[config.mk]
export PLATFORM = sky130hd
export DESIGN_NAME = tscm_top
export DESIGN_NICKNAME = d
export VERILOG_FILES = /design/src/rtl/tscm_top.v
export VERILOG_INCLUDE_DIRS = /design/src /design/src/rtl
export SDC_FILE = /design/constraint.sdc
export NUM_CORES = 1
export LEC_CHECK = 0
export BUFFER_PORTS_ARGS = -buffer_cell sky130_fd_sc_hd__buf_2
export CORE_ASPECT_RATIO = 0.5
export CORE_MARGIN = 2
export CORE_UTILIZATION = 51
export CTS_CLUSTER_SIZE = 25
export DETAILED_ROUTE_END_ITERATION = 10
export MAX_ROUTING_LAYER = met4
export PLACE_DENSITY = 0.8
export SLEW_MARGIN = 20
export SYNTH_ARGS = -nofsm -noshare
export SYNTH_HDL_FRONTEND = slang
export SYNTH_SLANG_ARGS = --single-unit
[constraint.sdc]
create_clock -name sys_clk_i -period 2.9 [get_ports sys_clk_i]
set_input_delay 0.58 -clock sys_clk_i [delete_from_list [all_inputs] [get_ports sys_clk_i]]
set_output_delay 0.58 -clock sys_clk_i [all_outputs]
set_load 0.1 [all_outputs]
[src/rtl/tscm_consts.vh]
// Constants for the transmit status checksum merge block.
// Assumes a 32-bit AXI4-Lite register bus with word-aligned offsets.
`ifndef TSCM_CONSTS_VH
`define TSCM_CONSTS_VH

// ----------------------------------------
// Register offsets
// ----------------------------------------
`define TSCM_OFS_CTRL      8'h00
`define TSCM_OFS_FLUSH    8'h04
`define TSCM_OFS_STATUS   8'h08
`define TSCM_OFS_IRQ_STS  8'h0c
`define TSCM_OFS_IRQ_MSK  8'h10

// ----------------------------------------
// Field positions
// ----------------------------------------
`define TSCM_CTRL_CSUM_EN  0
`define TSCM_CTRL_DROP     1
`define TSCM_IRQ_STS_DONE  0
`define TSCM_IRQ_FLUSH     1
`define TSCM_IRQ_OVF       2

// ----------------------------------------
// Reset values and bus answers
// ----------------------------------------
`define TSCM_CTRL_RST      2'h1
`define TSCM_RESP_OKAY     2'h0
`define TSCM_RESP_SLVERR   2'h2

`endif

[src/rtl/tscm_top.v]
// Transmit status path: checksum flag FIFO, status merge, flush statuses,
// and start-of-packet error binding towards the MAC transmitter.
// Assumes one clock, a well-behaved AXI4-Lite master and a MAC that
// returns one status per packet in hand-off order.
//
// How it works
// - Checksum flags returned with each transmit status
// - Push flags when packet handed to MAC
// - Pop flags on MAC status, return merged
// - Flush of other queue gives dummy statuses
// - Dummy flush status never pops flag FIFO
// - Software flush request bit per queue
// - Statuses returned only while drop control zero
// - SOP error affects only new packet
// - SOP error never reaches ongoing MAC frame
// - Bus error first beat becomes SOP error
`timescale 1ns/1ps
`default_nettype none
`include "tscm_consts.vh"

module tscm_top #(
   parameter NQ      = 4,
   parameter QW      = 2,
   parameter DEPTH   = 8,
   parameter AW      = 3,
   parameter DW      = 32
) (
   input  wire          sys_clk_i,
   input  wire          rst_i,
   // AXI4-Lite slave
   input  wire [7:0]    s_axi_awaddr_i,
   input  wire          s_axi_awvalid_i,
   output wire          s_axi_awready_o,
   input  wire [31:0]   s_axi_wdata_i,
   input  wire [3:0]    s_axi_wstrb_i,
   input  wire          s_axi_wvalid_i,
   output wire          s_axi_wready_o,
   output reg  [1:0]    s_axi_bresp_o,
   output reg           s_axi_bvalid_o,
   input  wire          s_axi_bready_i,
   input  wire [7:0]    s_axi_araddr_i,
   input  wire          s_axi_arvalid_i,
   output wire          s_axi_arready_o,
   output reg  [31:0]   s_axi_rdata_o,
   output reg  [1:0]    s_axi_rresp_o,
   output reg           s_axi_rvalid_o,
   input  wire          s_axi_rready_i,
   // Application side, one data beat per cycle
   input  wire          app_valid_i,
   output wire          app_ready_o,
   input  wire          app_sop_i,
   input  wire          app_eop_i,
   input  wire          app_err_i,
   input  wire          app_bus_err_i,
   input  wire [DW-1:0] app_data_i,
   input  wire [QW-1:0] app_queue_i,
   input  wire          app_ip_hdr_err_i,
   input  wire          app_pay_err_i,
   // MAC transmit side
   output reg           mac_valid_o,
   input  wire          mac_ready_i,
   output reg           mac_sop_o,
   output reg           mac_eop_o,
   output reg           mac_err_o,
   output reg  [DW-1:0] mac_data_o,
   input  wire          mac_sts_valid_i,
   input  wire [7:0]    mac_sts_i,
   input  wire          mac_busy_i,
   // Flushed packet count per flush, from the queue store
   input  wire [7:0]    flush_pkts_i,
   output reg  [QW-1:0] flush_q_o,
   output reg           flush_o,
   // Merged status to the application
   output reg           sts_valid_o,
   output reg  [7:0]    sts_mac_o,
   output reg           ip_header_error_flag_o,
   output reg           payload_csum_error_flag_o,
   output reg           sts_flush_o,
   output reg  [QW-1:0] sts_queue_o,
   output wire          irq_o
);

   // ----------------------------------------
   // Registers
   // ----------------------------------------
   reg  [1:0]    ctrl_ff;
   reg  [NQ-1:0] queue_flush_req_ff;
   reg  [2:0]    irq_sts_ff;
   reg  [2:0]    irq_msk_ff;
   reg           aw_ff;
   reg  [7:0]    awaddr_ff;
   reg           w_ff;
   reg  [31:0]   wdata_ff;
   reg  [3:0]    wstrb_ff;

   wire tx_status_drop_ctl = ctrl_ff[`TSCM_CTRL_DROP];
   wire csum_en            = ctrl_ff[`TSCM_CTRL_CSUM_EN];

   // ----------------------------------------
   // Checksum flag FIFO
   // ----------------------------------------
   reg [2+QW-1:0] fifo_mem [0:DEPTH-1];
   reg [AW-1:0]   wr_ptr_ff;
   reg [AW-1:0]   rd_ptr_ff;
   reg [AW:0]     count_ff;
   reg [QW-1:0]   cur_q_ff;
   reg            in_pkt_ff;

   wire fifo_full  = (count_ff == DEPTH[AW:0]);
   wire fifo_empty = (count_ff == {(AW+1){1'b0}});

   // Stall new packets while the FIFO cannot hold another entry
   wire sop_block  = app_sop_i && fifo_full;
   assign app_ready_o = (mac_ready_i || !mac_valid_o) && !sop_block;
   wire beat       = app_valid_i && app_ready_o;
   wire push       = beat && app_sop_i;
   wire pop        = mac_sts_valid_i && !fifo_empty;

   // ----------------------------------------
   // Flush sequencer
   // ----------------------------------------
   localparam FL_IDLE = 2'd0;
   localparam FL_SEND = 2'd1;
   reg [1:0]    fl_state_ff;
   reg [7:0]    fl_cnt_ff;
   reg [QW-1:0] fl_q_ff;
   reg [QW-1:0] req_idx;
   reg          req_any;
   integer      i;

   always @* begin
      req_idx = {QW{1'b0}};
      req_any = 1'b0;
      for (i = NQ-1; i >= 0; i = i - 1) begin
         if (queue_flush_req_ff[i] &&
             !(in_pkt_ff && i[QW-1:0] == cur_q_ff)) begin
            req_any = 1'b1;
            req_idx = i[QW-1:0];
         end
      end
   end

   // Flush of the queue in transmission waits until its packet's last beat is taken
   wire fl_other = req_any;
   wire fl_start = (fl_state_ff == FL_IDLE) && fl_other;
   wire [NQ-1:0] fl_clr = fl_start ? ({{(NQ-1){1'b0}}, 1'b1} << req_idx)
                                   : {NQ{1'b0}};
   wire fl_emit  = (fl_state_ff == FL_SEND) && !pop && (fl_cnt_ff != 8'h00);

   // ----------------------------------------
   // AXI4-Lite slave
   // ----------------------------------------
   assign s_axi_awready_o = !aw_ff && !s_axi_bvalid_o;
   assign s_axi_wready_o  = !w_ff && !s_axi_bvalid_o;
   assign s_axi_arready_o = !s_axi_rvalid_o;
   wire   wr_go = aw_ff && w_ff && !s_axi_bvalid_o;
   wire   wr_ok = (awaddr_ff <= `TSCM_OFS_IRQ_MSK) && (awaddr_ff[1:0] == 2'b00);

   function [31:0] rd_mux;
      input [7:0] a;
      begin
         case (a)
            `TSCM_OFS_CTRL:    rd_mux = {30'h0, ctrl_ff};
            `TSCM_OFS_FLUSH:   rd_mux = {{(32-NQ){1'b0}}, queue_flush_req_ff};
            `TSCM_OFS_STATUS:  rd_mux = {{(27-AW){1'b0}}, count_ff, 1'b0,
                                         fl_state_ff, in_pkt_ff};
            `TSCM_OFS_IRQ_STS: rd_mux = {29'h0, irq_sts_ff};
            `TSCM_OFS_IRQ_MSK: rd_mux = {29'h0, irq_msk_ff};
            default:           rd_mux = 32'h0;
         endcase
      end
   endfunction

   wire wr_ctrl  = wr_go && awaddr_ff == `TSCM_OFS_CTRL && wstrb_ff[0];
   wire wr_flush = wr_go && awaddr_ff == `TSCM_OFS_FLUSH && wstrb_ff[0];
   wire wr_isc   = wr_go && awaddr_ff == `TSCM_OFS_IRQ_STS && wstrb_ff[0];
   wire wr_msk   = wr_go && awaddr_ff == `TSCM_OFS_IRQ_MSK && wstrb_ff[0];
   wire rd_ok    = (s_axi_araddr_i <= `TSCM_OFS_IRQ_MSK) &&
                   (s_axi_araddr_i[1:0] == 2'b00);

   always @(posedge sys_clk_i) begin
      if (rst_i) begin
         aw_ff          <= 1'b0;
         w_ff           <= 1'b0;
         awaddr_ff      <= 8'h00;
         wdata_ff       <= 32'h0;
         wstrb_ff       <= 4'h0;
         s_axi_bvalid_o <= 1'b0;
         s_axi_bresp_o  <= `TSCM_RESP_OKAY;
         s_axi_rvalid_o <= 1'b0;
         s_axi_rresp_o  <= `TSCM_RESP_OKAY;
         s_axi_rdata_o  <= 32'h0;
      end else begin
         if (s_axi_awvalid_i && s_axi_awready_o) begin
            aw_ff     <= 1'b1;
            awaddr_ff <= s_axi_awaddr_i;
         end
         if (s_axi_wvalid_i && s_axi_wready_o) begin
            w_ff     <= 1'b1;
            wdata_ff <= s_axi_wdata_i;
            wstrb_ff <= s_axi_wstrb_i;
         end
         if (wr_go) begin
            aw_ff          <= 1'b0;
            w_ff           <= 1'b0;
            s_axi_bvalid_o <= 1'b1;
            s_axi_bresp_o  <= wr_ok ? `TSCM_RESP_OKAY : `TSCM_RESP_SLVERR;
         end else if (s_axi_bready_i) begin
            s_axi_bvalid_o <= 1'b0;
         end
         if (s_axi_arvalid_i && s_axi_arready_o) begin
            s_axi_rvalid_o <= 1'b1;
            s_axi_rdata_o  <= rd_mux(s_axi_araddr_i);
            s_axi_rresp_o  <= rd_ok ? `TSCM_RESP_OKAY : `TSCM_RESP_SLVERR;
         end else if (s_axi_rready_i) begin
            s_axi_rvalid_o <= 1'b0;
         end
      end
   end

   // ----------------------------------------
   // Control, flush request and interrupt registers
   // ----------------------------------------
   wire [2:0] irq_ev = {app_valid_i && sop_block,
                        fl_emit,
                        pop};

   always @(posedge sys_clk_i) begin
      if (rst_i) begin
         ctrl_ff            <= `TSCM_CTRL_RST;
         queue_flush_req_ff <= {NQ{1'b0}};
         irq_sts_ff         <= 3'h0;
         irq_msk_ff         <= 3'h0;
      end else begin
         if (wr_ctrl)
            ctrl_ff <= wdata_ff[1:0];
         if (wr_msk)
            irq_msk_ff <= wdata_ff[2:0];
         // Set wins over write-one-to-clear
         irq_sts_ff <= (irq_sts_ff & ~(wr_isc ? wdata_ff[2:0] : 3'h0))
                       | irq_ev;
         // Request stays set until the sequencer takes it
         // A write in the same cycle sets its bits again over the take
         queue_flush_req_ff <= (queue_flush_req_ff & ~fl_clr)
                               | (wr_flush ? wdata_ff[NQ-1:0]
                                           : {NQ{1'b0}});
      end
   end

   assign irq_o = |(irq_sts_ff & irq_msk_ff);

   // ----------------------------------------
   // Packet forwarding towards the MAC
   // ----------------------------------------
   // An error with SOP is held on the new SOP beat only, so the MAC
   // never sees it while finishing the previous frame's FCS.
   wire sop_err = app_sop_i && (app_err_i || app_bus_err_i);

   always @(posedge sys_clk_i) begin
      if (rst_i) begin
         mac_valid_o <= 1'b0;
         mac_sop_o   <= 1'b0;
         mac_eop_o   <= 1'b0;
         mac_err_o   <= 1'b0;
         mac_data_o  <= {DW{1'b0}};
         in_pkt_ff   <= 1'b0;
         cur_q_ff    <= {QW{1'b0}};
      end else begin
         if (app_ready_o) begin
            mac_valid_o <= app_valid_i;
            mac_sop_o   <= app_valid_i && app_sop_i;
            mac_eop_o   <= app_valid_i && app_eop_i;
            mac_data_o  <= app_data_i;
            // Error sampled with SOP is tied to that beat's packet
            mac_err_o   <= app_valid_i &&
                           (app_sop_i ? sop_err : app_err_i);
         end
         if (push) begin
            cur_q_ff  <= app_queue_i;
            in_pkt_ff <= !app_eop_i;
         end else if (beat && app_eop_i) begin
            in_pkt_ff <= 1'b0;
         end
      end
   end

   // ----------------------------------------
   // FIFO and status merge
   // ----------------------------------------
   wire [1:0] push_flags = csum_en ? {app_ip_hdr_err_i, app_pay_err_i}
                                   : 2'b00;
   wire [2+QW-1:0] head = fifo_mem[rd_ptr_ff];

   always @(posedge sys_clk_i) begin
      if (push && !fifo_full)
         fifo_mem[wr_ptr_ff] <= {app_queue_i, push_flags};
   end

   always @(posedge sys_clk_i) begin
      if (rst_i) begin
         wr_ptr_ff   <= {AW{1'b0}};
         rd_ptr_ff   <= {AW{1'b0}};
         count_ff    <= {(AW+1){1'b0}};
         fl_state_ff <= FL_IDLE;
         fl_cnt_ff   <= 8'h00;
         fl_q_ff     <= {QW{1'b0}};
         flush_o     <= 1'b0;
         flush_q_o   <= {QW{1'b0}};
         sts_valid_o <= 1'b0;
         sts_mac_o   <= 8'h00;
         sts_flush_o <= 1'b0;
         sts_queue_o <= {QW{1'b0}};
         ip_header_error_flag_o    <= 1'b0;
         payload_csum_error_flag_o <= 1'b0;
      end else begin
         if (push && !fifo_full)
            wr_ptr_ff <= wr_ptr_ff + {{(AW-1){1'b0}}, 1'b1};
         if (pop)
            rd_ptr_ff <= rd_ptr_ff + {{(AW-1){1'b0}}, 1'b1};
         // Flush statuses leave the count alone
         count_ff <= count_ff + {{AW{1'b0}}, push && !fifo_full}
                              - {{AW{1'b0}}, pop};
         flush_o   <= fl_start;
         flush_q_o <= fl_start ? req_idx : flush_q_o;
         case (fl_state_ff)
            FL_IDLE: begin
               if (fl_start) begin
                  fl_state_ff <= FL_SEND;
                  fl_cnt_ff   <= flush_pkts_i;
                  fl_q_ff     <= req_idx;
               end
            end
            FL_SEND: begin
               if (fl_emit)
                  fl_cnt_ff <= fl_cnt_ff - 8'h01;
               else if (fl_cnt_ff == 8'h00)
                  fl_state_ff <= FL_IDLE;
            end
            default: fl_state_ff <= FL_IDLE;
         endcase
         // MAC status has priority; flush statuses fill idle cycles
         sts_valid_o <= !tx_status_drop_ctl && (pop || fl_emit);
         if (pop) begin
            sts_mac_o   <= mac_sts_i;
            sts_flush_o <= 1'b0;
            sts_queue_o <= head[2+QW-1:2];
            ip_header_error_flag_o    <= head[1];
            payload_csum_error_flag_o <= head[0];
         end else if (fl_emit) begin
            sts_mac_o   <= 8'h00;
            sts_flush_o <= 1'b1;
            sts_queue_o <= fl_q_ff;
            ip_header_error_flag_o    <= 1'b0;
            payload_csum_error_flag_o <= 1'b0;
         end
      end
   end

endmodule
`default_nettype wire

==> results by group, run 1 <==
Clocking
  – TritonCTS buffer count: 17
  – Number of resized instances in the post-cts repair step: 0
  – Buffers inserted by post-CTS timing repair: 0
  – Clock network latency to the later pin of the worst-skew pair: about 0.42 ns
  – CTS sink count: approximately 150
  – Clock Root Buffer: clkbuf_16
  – Number of buffers on the longest clock path: 2
  – # H-tree levels: 4
  – TritonCTS clock tree: done
  – CTS Hold Bufs: 0
  – Clock input transition at the sequential cells of the worst setup and hold paths: roughly 0.06 ns

Setup path
  – CP Capture Type: output port
  – Slack of the worst reg-to-reg path: 0.49 ns
  – Data required time of the worst path: between 2 and 2.5 ns
  – CP max FO: 3
  – Critical Path, Cell by Cell: inv_1 -> ha_1 -> a31o_2 -> inv_2 -> buf_2
  – Worst setup path category: reg -> out
  – Peak per-stage delay on the critical path: between 0.4 and 0.5 ns
  – Launch point of the critical path: count_ff[2]
  – Launch instance of the worst register-to-register path: count_ff[2]
  – Worst reg2reg path depth: 12
  – Data arrival time of the critical path: approximately 1.9 ns
  – CP startpoint kind: flip-flop
  – Slowest CP cell: buf_2
  – Reg2reg end: count_ff[2]

Pwr
  – Maximum vdd drop: 0.0004793 V
  – Power density over the cells: a little over 800 nW/um2
  – Internal cell power: between 3000 and 4000 uW
  – Power, Total: between 6000 and 7000 uW
  – Fraction of power consumed by sequential logic: a little under two fifths
  – Fraction of power consumed by combinational cells: about 30%
  – Switching portion of total power: between 30% and 40%
  – Clock power frac: between 30% and 40%
  – Net switching power figure: 2568 uW
  – Leakage power figure: 0.003310 uW

STA
  – Setup WS post-layout: 0.4689 ns
  – Share of the cycle needed by the critical path after routing: a little over four fifths
  – Number of max-slew violations in the final report: 0
  – Setup TNS: 0 ns
  – Post-Route Skew: 0.01052 ns
  – Hold Fails Final Rpt: 0
  – Maximum clock frequency: about 410 MHz
  – Transition time at the pin with the least slew margin: 0.7199 ns
  – Final setup fails: 0
  – Slew Limit Headroom: approximately half
  – Post-Route Hold Slack: between 0.3 and 0.4 ns
  – Clock period minus worst slack: about 2.4 ns
  – Unrepaired setup endpoints after global routing: false

Final layout
  – P&R area growth vs syn: 21.03%
  – Filler-free cell count of the finished design: 992
  – Share of final-layout standard cells stronger than drive strength 1: 28.12%
  – Fill cell instance count of the final layout: ~970
  – Most common cell after layout, fill and taps aside: buf_2
  – Most frequent cells in the layout: buf_2, dfxtp_1, nand2_1, a21oi_1, nor2_1
  – Number of nets in the finished design: approximately 940

GRT
  – Vias in the first global route: 4,959
  – Overall global routing resource usage: 22.73%
  – First-pass GRT wire length: 23,870 um
  – Overflow left after global routing: 0
  – Largest net degree at the start of global routing: 81
  – Number of antenna violations at the first check in global routing: 2

Yosys
  – Synth Register Bits: ~150
  – Cell type contributing the most total cell area after synthesis: dfxtp_1
  – Post-synthesis instance area: approximately 6400 um2
  – Proportion of netlist area held by the largest area contributor: 36.42%
  – Synthesized area divided by synthesized cell count: 9.599 um2
  – Synth Flop Type: dfxtp_1
  – Number of enable-type register cells in the synthesized netlist: 32
  – Synth cell types: 64
  – Most area-consuming cells after synthesis: dfxtp_1, edfxtp_1, nand2_1, a21oi_1, mux4_2
  – Count of mapped cells out of synthesis: 670
  – Yosys warning total: 0
  – Sequential element share of the synthesized area: 51.36%
  – Proportion of register bits with asynchronous set or reset after synthesis: 0%

Floorplan
  – Initial Util: a little over half
  – Area enclosed by the die boundary: 13,580 um2
  – # rows: 28
  – Die X: between 150 and 200 um
  – Core box area: 12,050 um2
  – Number of top-level pins: 215
  – Vert. Die Dim: between 80 and 90 um

Routing
  – Violation count after the first detailed-routing iteration: between 600 and 700
  – Post-DRT Antenna Nets: 0
  – DRC violation count after routing: 0
  – Vias per cell: about 5.4
  – Mean routed wirelength per cell: between 15 and 20 um
  – Detailed Route WL: 14,960 um
  – Detailed-router iteration count before antenna repair: 5
  – Total number of vias: ~5,300

Min path
  – End point of the worst hold path: mac_data_o[7]
  – Path class of the lowest-slack min-delay path: in -> reg
  – Cells on Worst Hold Path: 3
  – Min-delay src: app_data_i[7]

Placement
  – Total placed cells including tap cells: 958
  – HPWL Detailed: 10,430 um
  – RD Place Congestion: around 0.82
  – Post-placement setup slack: 0.4508 ns
  – Total of buffers placed on input and output ports: between 150 and 200

Flow run
  – Max Cap Violations: 0

Status
  – Outcome: complete, no violations
how the worst max path moves through the flow:
stage | end | slack [ns] | cells after the start
after CTS | app_ready_o | 0.45 | 5
final | app_ready_o | 0.47 | 5
after global routing | app_ready_o | 0.37 | 4
after floorplan | count_ff[2] | 0.28 | 13
after detailed placement | count_ff[2] | 0.45 | 10
after global placement | count_ff[2] | 0.52 | 10
layer usage:
| layer | track usage, % | vias up | part of all wire (%) |
|---|---|---|---|
| met2 | 35.48 | 193 | 46 |
| met4 | 8.126 | 0 | 1.1 |
| li1 | - | 2595 | - |
| met5 | - | - | 0 |
| met3 | 5.345 | 15 | 7.6 |
| met1 | 29.06 | 2531 | 45 |
cell families (layout without fill, tap and decap cells):
| group | count (synthesis) | after routing | synth area share (%) |
|---|---|---|---|
| flip-flops | 149 | 149 | 51.36 |
| other | 1 | 28 | 0.05831 |
| multiplexers | 28 | 28 | 6.342 |
| adder cells (fa/ha/maj) | 11 | 11 | 2.257 |
| XOR/XNOR | 5 | 5 | 0.6811 |
| AND/OR/NAND/NOR | 233 | 233 | 17.00 |
| AO/OA/AOI/OAI | 150 | 150 | 15.04 |
| buffers and inverters | 93 | 223 | 7.257 |
power by group through the flow:
| stage | Sequential, uW | Clock [uW] | Combinational (uW) |
|---|---|---|---|
| 2_1_floorplan | 3240 | 0 | 892 |
| 3_3_place_gp | 2500 | 0 | 1930 |
| 3_5_place_dp | 2510 | 0 | 1960 |
| 4_1_cts | 2470 | 2060 | 1970 |
| 5_1_grt | 2500 | 2150 | 2080 |
| 6_report | 2470 | 2020 | 1970 |
critical path, delay by kind of cell, from the launching register on:
| family | cells | cell delay, ns |
|---|---|---|
| fa+ha+maj | 1 | 0.27 |
| compound gates | 1 | 0.24 |
| buf+inv | 3 | 0.59 |
| flops | 1 | 0.33 |
state kept, by name, summed over array words and instances (netlist names), 3 cells and up, named ones only:
name and count:
awaddr_ff 8, count_ff 4, fifo_mem 32, fl_cnt_ff 8, irq_msk_ff 3, irq_sts_ff 3, mac_data_o 32, queue_flush_req_ff 4
rd_ptr_ff 3, s_axi_rdata_o 8, sts_mac_o 8, wdata_ff 4, wr_ptr_ff 3
final cells by class:
class / count / area [um2] / area share (%)
flip-flops and latches: 149 / 3304 / 42.45
multi-input cells: 453 / 2760 / 35.46
repair buffers: 167 / 878.3 / 11.28
clock buffers: 18 / 439.2 / 5.642
well taps: 165 / 206.4 / 2.652
clock inverters: 14 / 100.1 / 1.286
inverters: 24 / 90.09 / 1.157
diodes: 2 / 5.005 / 0.06430
per-stage QoR:
step	instance area [um2]	utilization, %
after floorplan	6539	-
after global placement	7239	60.07
after detailed placement	7239	60.07
after CTS	7779	64.55
after global routing	7784	64.59
final	7784	64.59
cell usage after synthesis (all sizes together), types with 6 or more instances:
master	instances
nand3	23
nor2	40
ha	10
dfxtp	117
nor4	6
a21oi	80
nand2b	8
and3	7
nor2b	6
nand2	115
o32ai	7
edfxtp	32
a211oi	8
clkbuf	31
mux4	10
a22oi	7
o21ai	11
inv	24
a31oi	8
buf	38
mux2i	16
(Power assumes the default switching activity.)
==> inputs of run 2 (changes only) <==
--- a/config.mk
+++ b/config.mk
@@ -6,6 +6,7 @@
 export SDC_FILE = /design/constraint.sdc
 export NUM_CORES = 1
 export LEC_CHECK = 0
+export ABC_AREA = 1
 export BUFFER_PORTS_ARGS = -buffer_cell sky130_fd_sc_hd__buf_2
 export CORE_ASPECT_RATIO = 0.5
 export CORE_MARGIN = 2
@@ -13,7 +14,7 @@
 export CTS_CLUSTER_SIZE = 25
 export DETAILED_ROUTE_END_ITERATION = 10
 export MAX_ROUTING_LAYER = met4
-export PLACE_DENSITY = 0.8
+export PLACE_DENSITY = 0.79
 export SLEW_MARGIN = 20
 export SYNTH_ARGS = -nofsm -noshare
 export SYNTH_HDL_FRONTEND = slang
==> constraint.sdc (replaced) <==
create_clock -name sys_clk_i -period 2.4 [get_ports sys_clk_i]
set_input_delay 0.48 -clock sys_clk_i [delete_from_list [all_inputs] [get_ports sys_clk_i]]
set_output_delay 0.48 -clock sys_clk_i [all_outputs]
set_load 0.1 [all_outputs]
==> results by group, run 2 <==
Clocking
  – Buffers inserted by post-CTS timing repair: 0
  – Clock Root Buffer: clkbuf_16
  – Clock network latency to the later pin of the worst-skew pair: between 0.4 and 0.5 ns
  – Clock input transition at the sequential cells of the worst setup and hold paths: about 0.06 ns
  – TritonCTS clock tree: done
  – Number of buffers on the longest clock path: 2
  – CTS sink count: 149
  – # H-tree levels: 4
  – TritonCTS buffer count: 17

Setup path
  – Cell mode on critical path: inv_2
  – Data arrival time of the critical path: 1.80 ns
  – Critical Path, Cell by Cell: inv_2 -> ha_1 -> nand4_1 -> nand2_2 -> buf_6 -> inv_2 -> buf_12
  – Data required time of the worst path: 1.92 ns
  – Worst setup path category: reg -> out
  – Peak per-stage delay on the critical path: about 0.32 ns
  – Launch instance of the worst register-to-register path: count_ff[2]
  – Slowest CP cell: dfxtp_2
  – CP max FO: 37
  – CP Capture Type: output port
  – Worst reg2reg path depth: 13
  – Slack of the worst reg-to-reg path: approximately 0.17 ns
  – Launch point of the critical path: count_ff[2]
  – CP startpoint kind: flip-flop
  – Reg2reg end: count_ff[2]

Status
  – Outcome: complete, no violations

Final layout
  – Number of nets in the finished design: 1,136
  – P&R area growth vs syn: 21.94%
  – Area of all placed cells without fillers: about 8000 um2
  – Fill cell instance count of the final layout: between 1,000 and 1,500
  – Antenna diode instance count: 0
  – Share of final-layout standard cells stronger than drive strength 1: between 20% and 30%
  – Largest registers in the final layout: fifo_mem x32, mac_data_o x32
  – Most frequent cells in the layout: nor2_1, buf_2, nand2_1, dfxtp_1, nand3_1
  – Most common cell after layout, fill and taps aside: nor2_1

Routing
  – Mean routed wirelength per cell: around 13 um
  – Total number of vias: 5,925
  – DRC violation count after routing: 0
  – Violation count after the first detailed-routing iteration: about 360
  – Vias per cell: 4.983
  – Post-DRT Antenna Nets: 0
  – Detailed Route WL: roughly 16,000 um
  – Detailed-router iteration count before antenna repair: 4

Yosys
  – Sequential element share of the synthesized area: 50.18%
  – Cell type contributing the most total cell area after synthesis: dfxtp_1
  – Post-synthesis instance area: roughly 6600 um2
  – Number of enable-type register cells in the synthesized netlist: 32
  – Most area-consuming cells after synthesis: dfxtp_1, edfxtp_1, nor2_1, nand2_1, nand3_1
  – Synthesized area divided by synthesized cell count: between 7 and 8 um2
  – Most instantiated library cell after synthesis: nor2_1
  – Yosys warning total: 0
  – Top cell types by occurrence after synthesis: nor2_1, nand2_1, dfxtp_1
  – Proportion of register bits with asynchronous set or reset after synthesis: 0%
  – Count of mapped cells out of synthesis: approximately 850
  – Proportion of netlist area held by the largest area contributor: a little over a third
  – Synth cell types: 34
  – Synth Register Bits: about 150
  – Synth Flop Type: dfxtp_1

GRT
  – Number of antenna violations at the first check in global routing: 0
  – Vias in the first global route: around 5,500
  – Largest net degree at the start of global routing: between 40 and 50
  – First-pass GRT wire length: 25,500 um
  – Overflow left after global routing: 0
  – Overall global routing resource usage: 23.78%

Pwr
  – Leakage power figure: a little under 0.004 uW
  – Maximum vdd drop: ~0.00066 V
  – Power density over the cells: roughly 1100 nW/um2

STA
  – Share of the cycle needed by the critical path after routing: between 90% and 100%
  – Hold Fails Final Rpt: 0
  – Slew Limit Headroom: a little over three fifths
  – Final setup fails: 0
  – Setup TNS: 0 ns
  – Post-Route Skew: approximately 0.013 ns
  – Clock period minus worst slack: around 2.3 ns
  – Transition time at the pin with the least slew margin: 0.5540 ns
  – Number of max-slew violations in the final report: 0
  – Unrepaired setup endpoints after global routing: false
  – Maximum clock frequency: between 400 and 500 MHz

Floorplan
  – Vert. Die Dim: 84.34 um
  – Initial Util: about 52%
  – Number of top-level pins: around 220
  – Area enclosed by the die boundary: 13,890 um2
  – # rows: 29
  – Die X: 164.7 um
  – Core box area: roughly 13,000 um2

Placement
  – Total of buffers placed on input and output ports: between 150 and 200
  – Cell area after placement: 7431 um2
  – RD Place Congestion: ~0.9
  – HPWL Detailed: 11,050 um

Min path
  – Cells on Worst Hold Path: 3
  – End point of the worst hold path: mac_data_o[1]
  – Min-delay src: app_data_i[1]
  – Path class of the lowest-slack min-delay path: in -> reg

Flow run
  – Max Cap Violations: 0
## run 2: cell types whose count changed after synthesis, sizes merged, moves of 8 or more
cell    change
nor2      +134
inv        +57
nand2      +38
a211oi      -8
nand3      +53
nand2b      -8
clkbuf     -21
buf         +9
o21ai      +59
mux2i      -16
mux4       -10
a21oi      -29
nand4      +10
## run 2: through the flow
stage	total power, uW	hold WS, ns	utilization (%)	setup WS (ns)	instances
after floorplan	5364	0.4354	-	0.01052	878
after global placement	5787	0.4446	58.85	0.1771	1157
after detailed placement	5854	0.4560	58.85	0.1164	1157
after CTS	8469	0.2860	63.48	0.07826	1189
after global routing	8845	0.2971	63.57	0.01145	1189
final	8449	0.2946	63.57	0.1198	1189
## run 2: power by group
part | internal (uW) | total, uW | leakage, uW | switching, uW
combinational | 574 | 2820 | 0.00235 | 2240
sequential | 2830 | 3010 | 0.00125 | 183
clock | 1540 | 2620 | 0.000273 | 1080
## run 2: critical path, delay by kind of cell, from the launching register on
family / cells / cell delay, ns
adder cells (fa/ha/maj): 1 / 0.14
AND/OR/NAND/NOR: 2 / 0.28
buffers and inverters: 4 / 0.63
flip-flops: 1 / 0.32
## run 2: how the worst max path moves through the flow
stage	endpoint	slack, ns	cells after the start
after floorplan	awaddr_ff[4]	0.01	5
after global placement	count_ff[2]	0.18	12
after detailed placement	count_ff[2]	0.12	12
after CTS	app_ready_o	0.08	7
after global routing	count_ff[2]	0.01	13
final	app_ready_o	0.12	7
## run 2: area by class of cell
| type | instances | area, um2 | area share, % |
|---|---|---|---|
| sequential | 149 | 3306 | 41.18 |
| clock inverter | 14 | 151.4 | 1.886 |
| multi-input combinational | 590 | 2745 | 34.20 |
| inverter | 82 | 307.8 | 3.835 |
| clock buffer | 18 | 429.2 | 5.347 |
| tap | 170 | 212.7 | 2.650 |
| timing repair buffer | 166 | 874.6 | 10.90 |
## run 2: cells by family (layout without fill, tap and decap cells)
group,count (synthesis),count (layout),synth area share (%)
AOI/OAI and AO/OA,126,126,9.827
and+or+nand+nor,425,425,27.69
adders and majority gates,11,11,2.205
buffers and inverters,139,280,9.770
xor gates and xnor gates,2,2,0.2662
other,1,26,0.05697
DFF,149,149,50.18
## run 2: per-layer routing
metal / part of all wire (%) / vias to the layer above / routed length [um] / track usage [%]
li1: - / 3025 / - / -
met1: 45 / 2682 / 7076 / 30.54
met2: 47 / 200 / 7404 / 37.89
met3: 6.5 / 18 / 1024 / 4.743
met4: 1.1 / 0 / 176 / 7.905
met5: 0 / - / 0 / -
## run 2: repair_timing
item | in CTS | in global routing
hold buffers | 0 | 0
pin swaps | 0 | 3
resized for setup | 1 | 5
endpoints found under the setup margin | 1 | 3
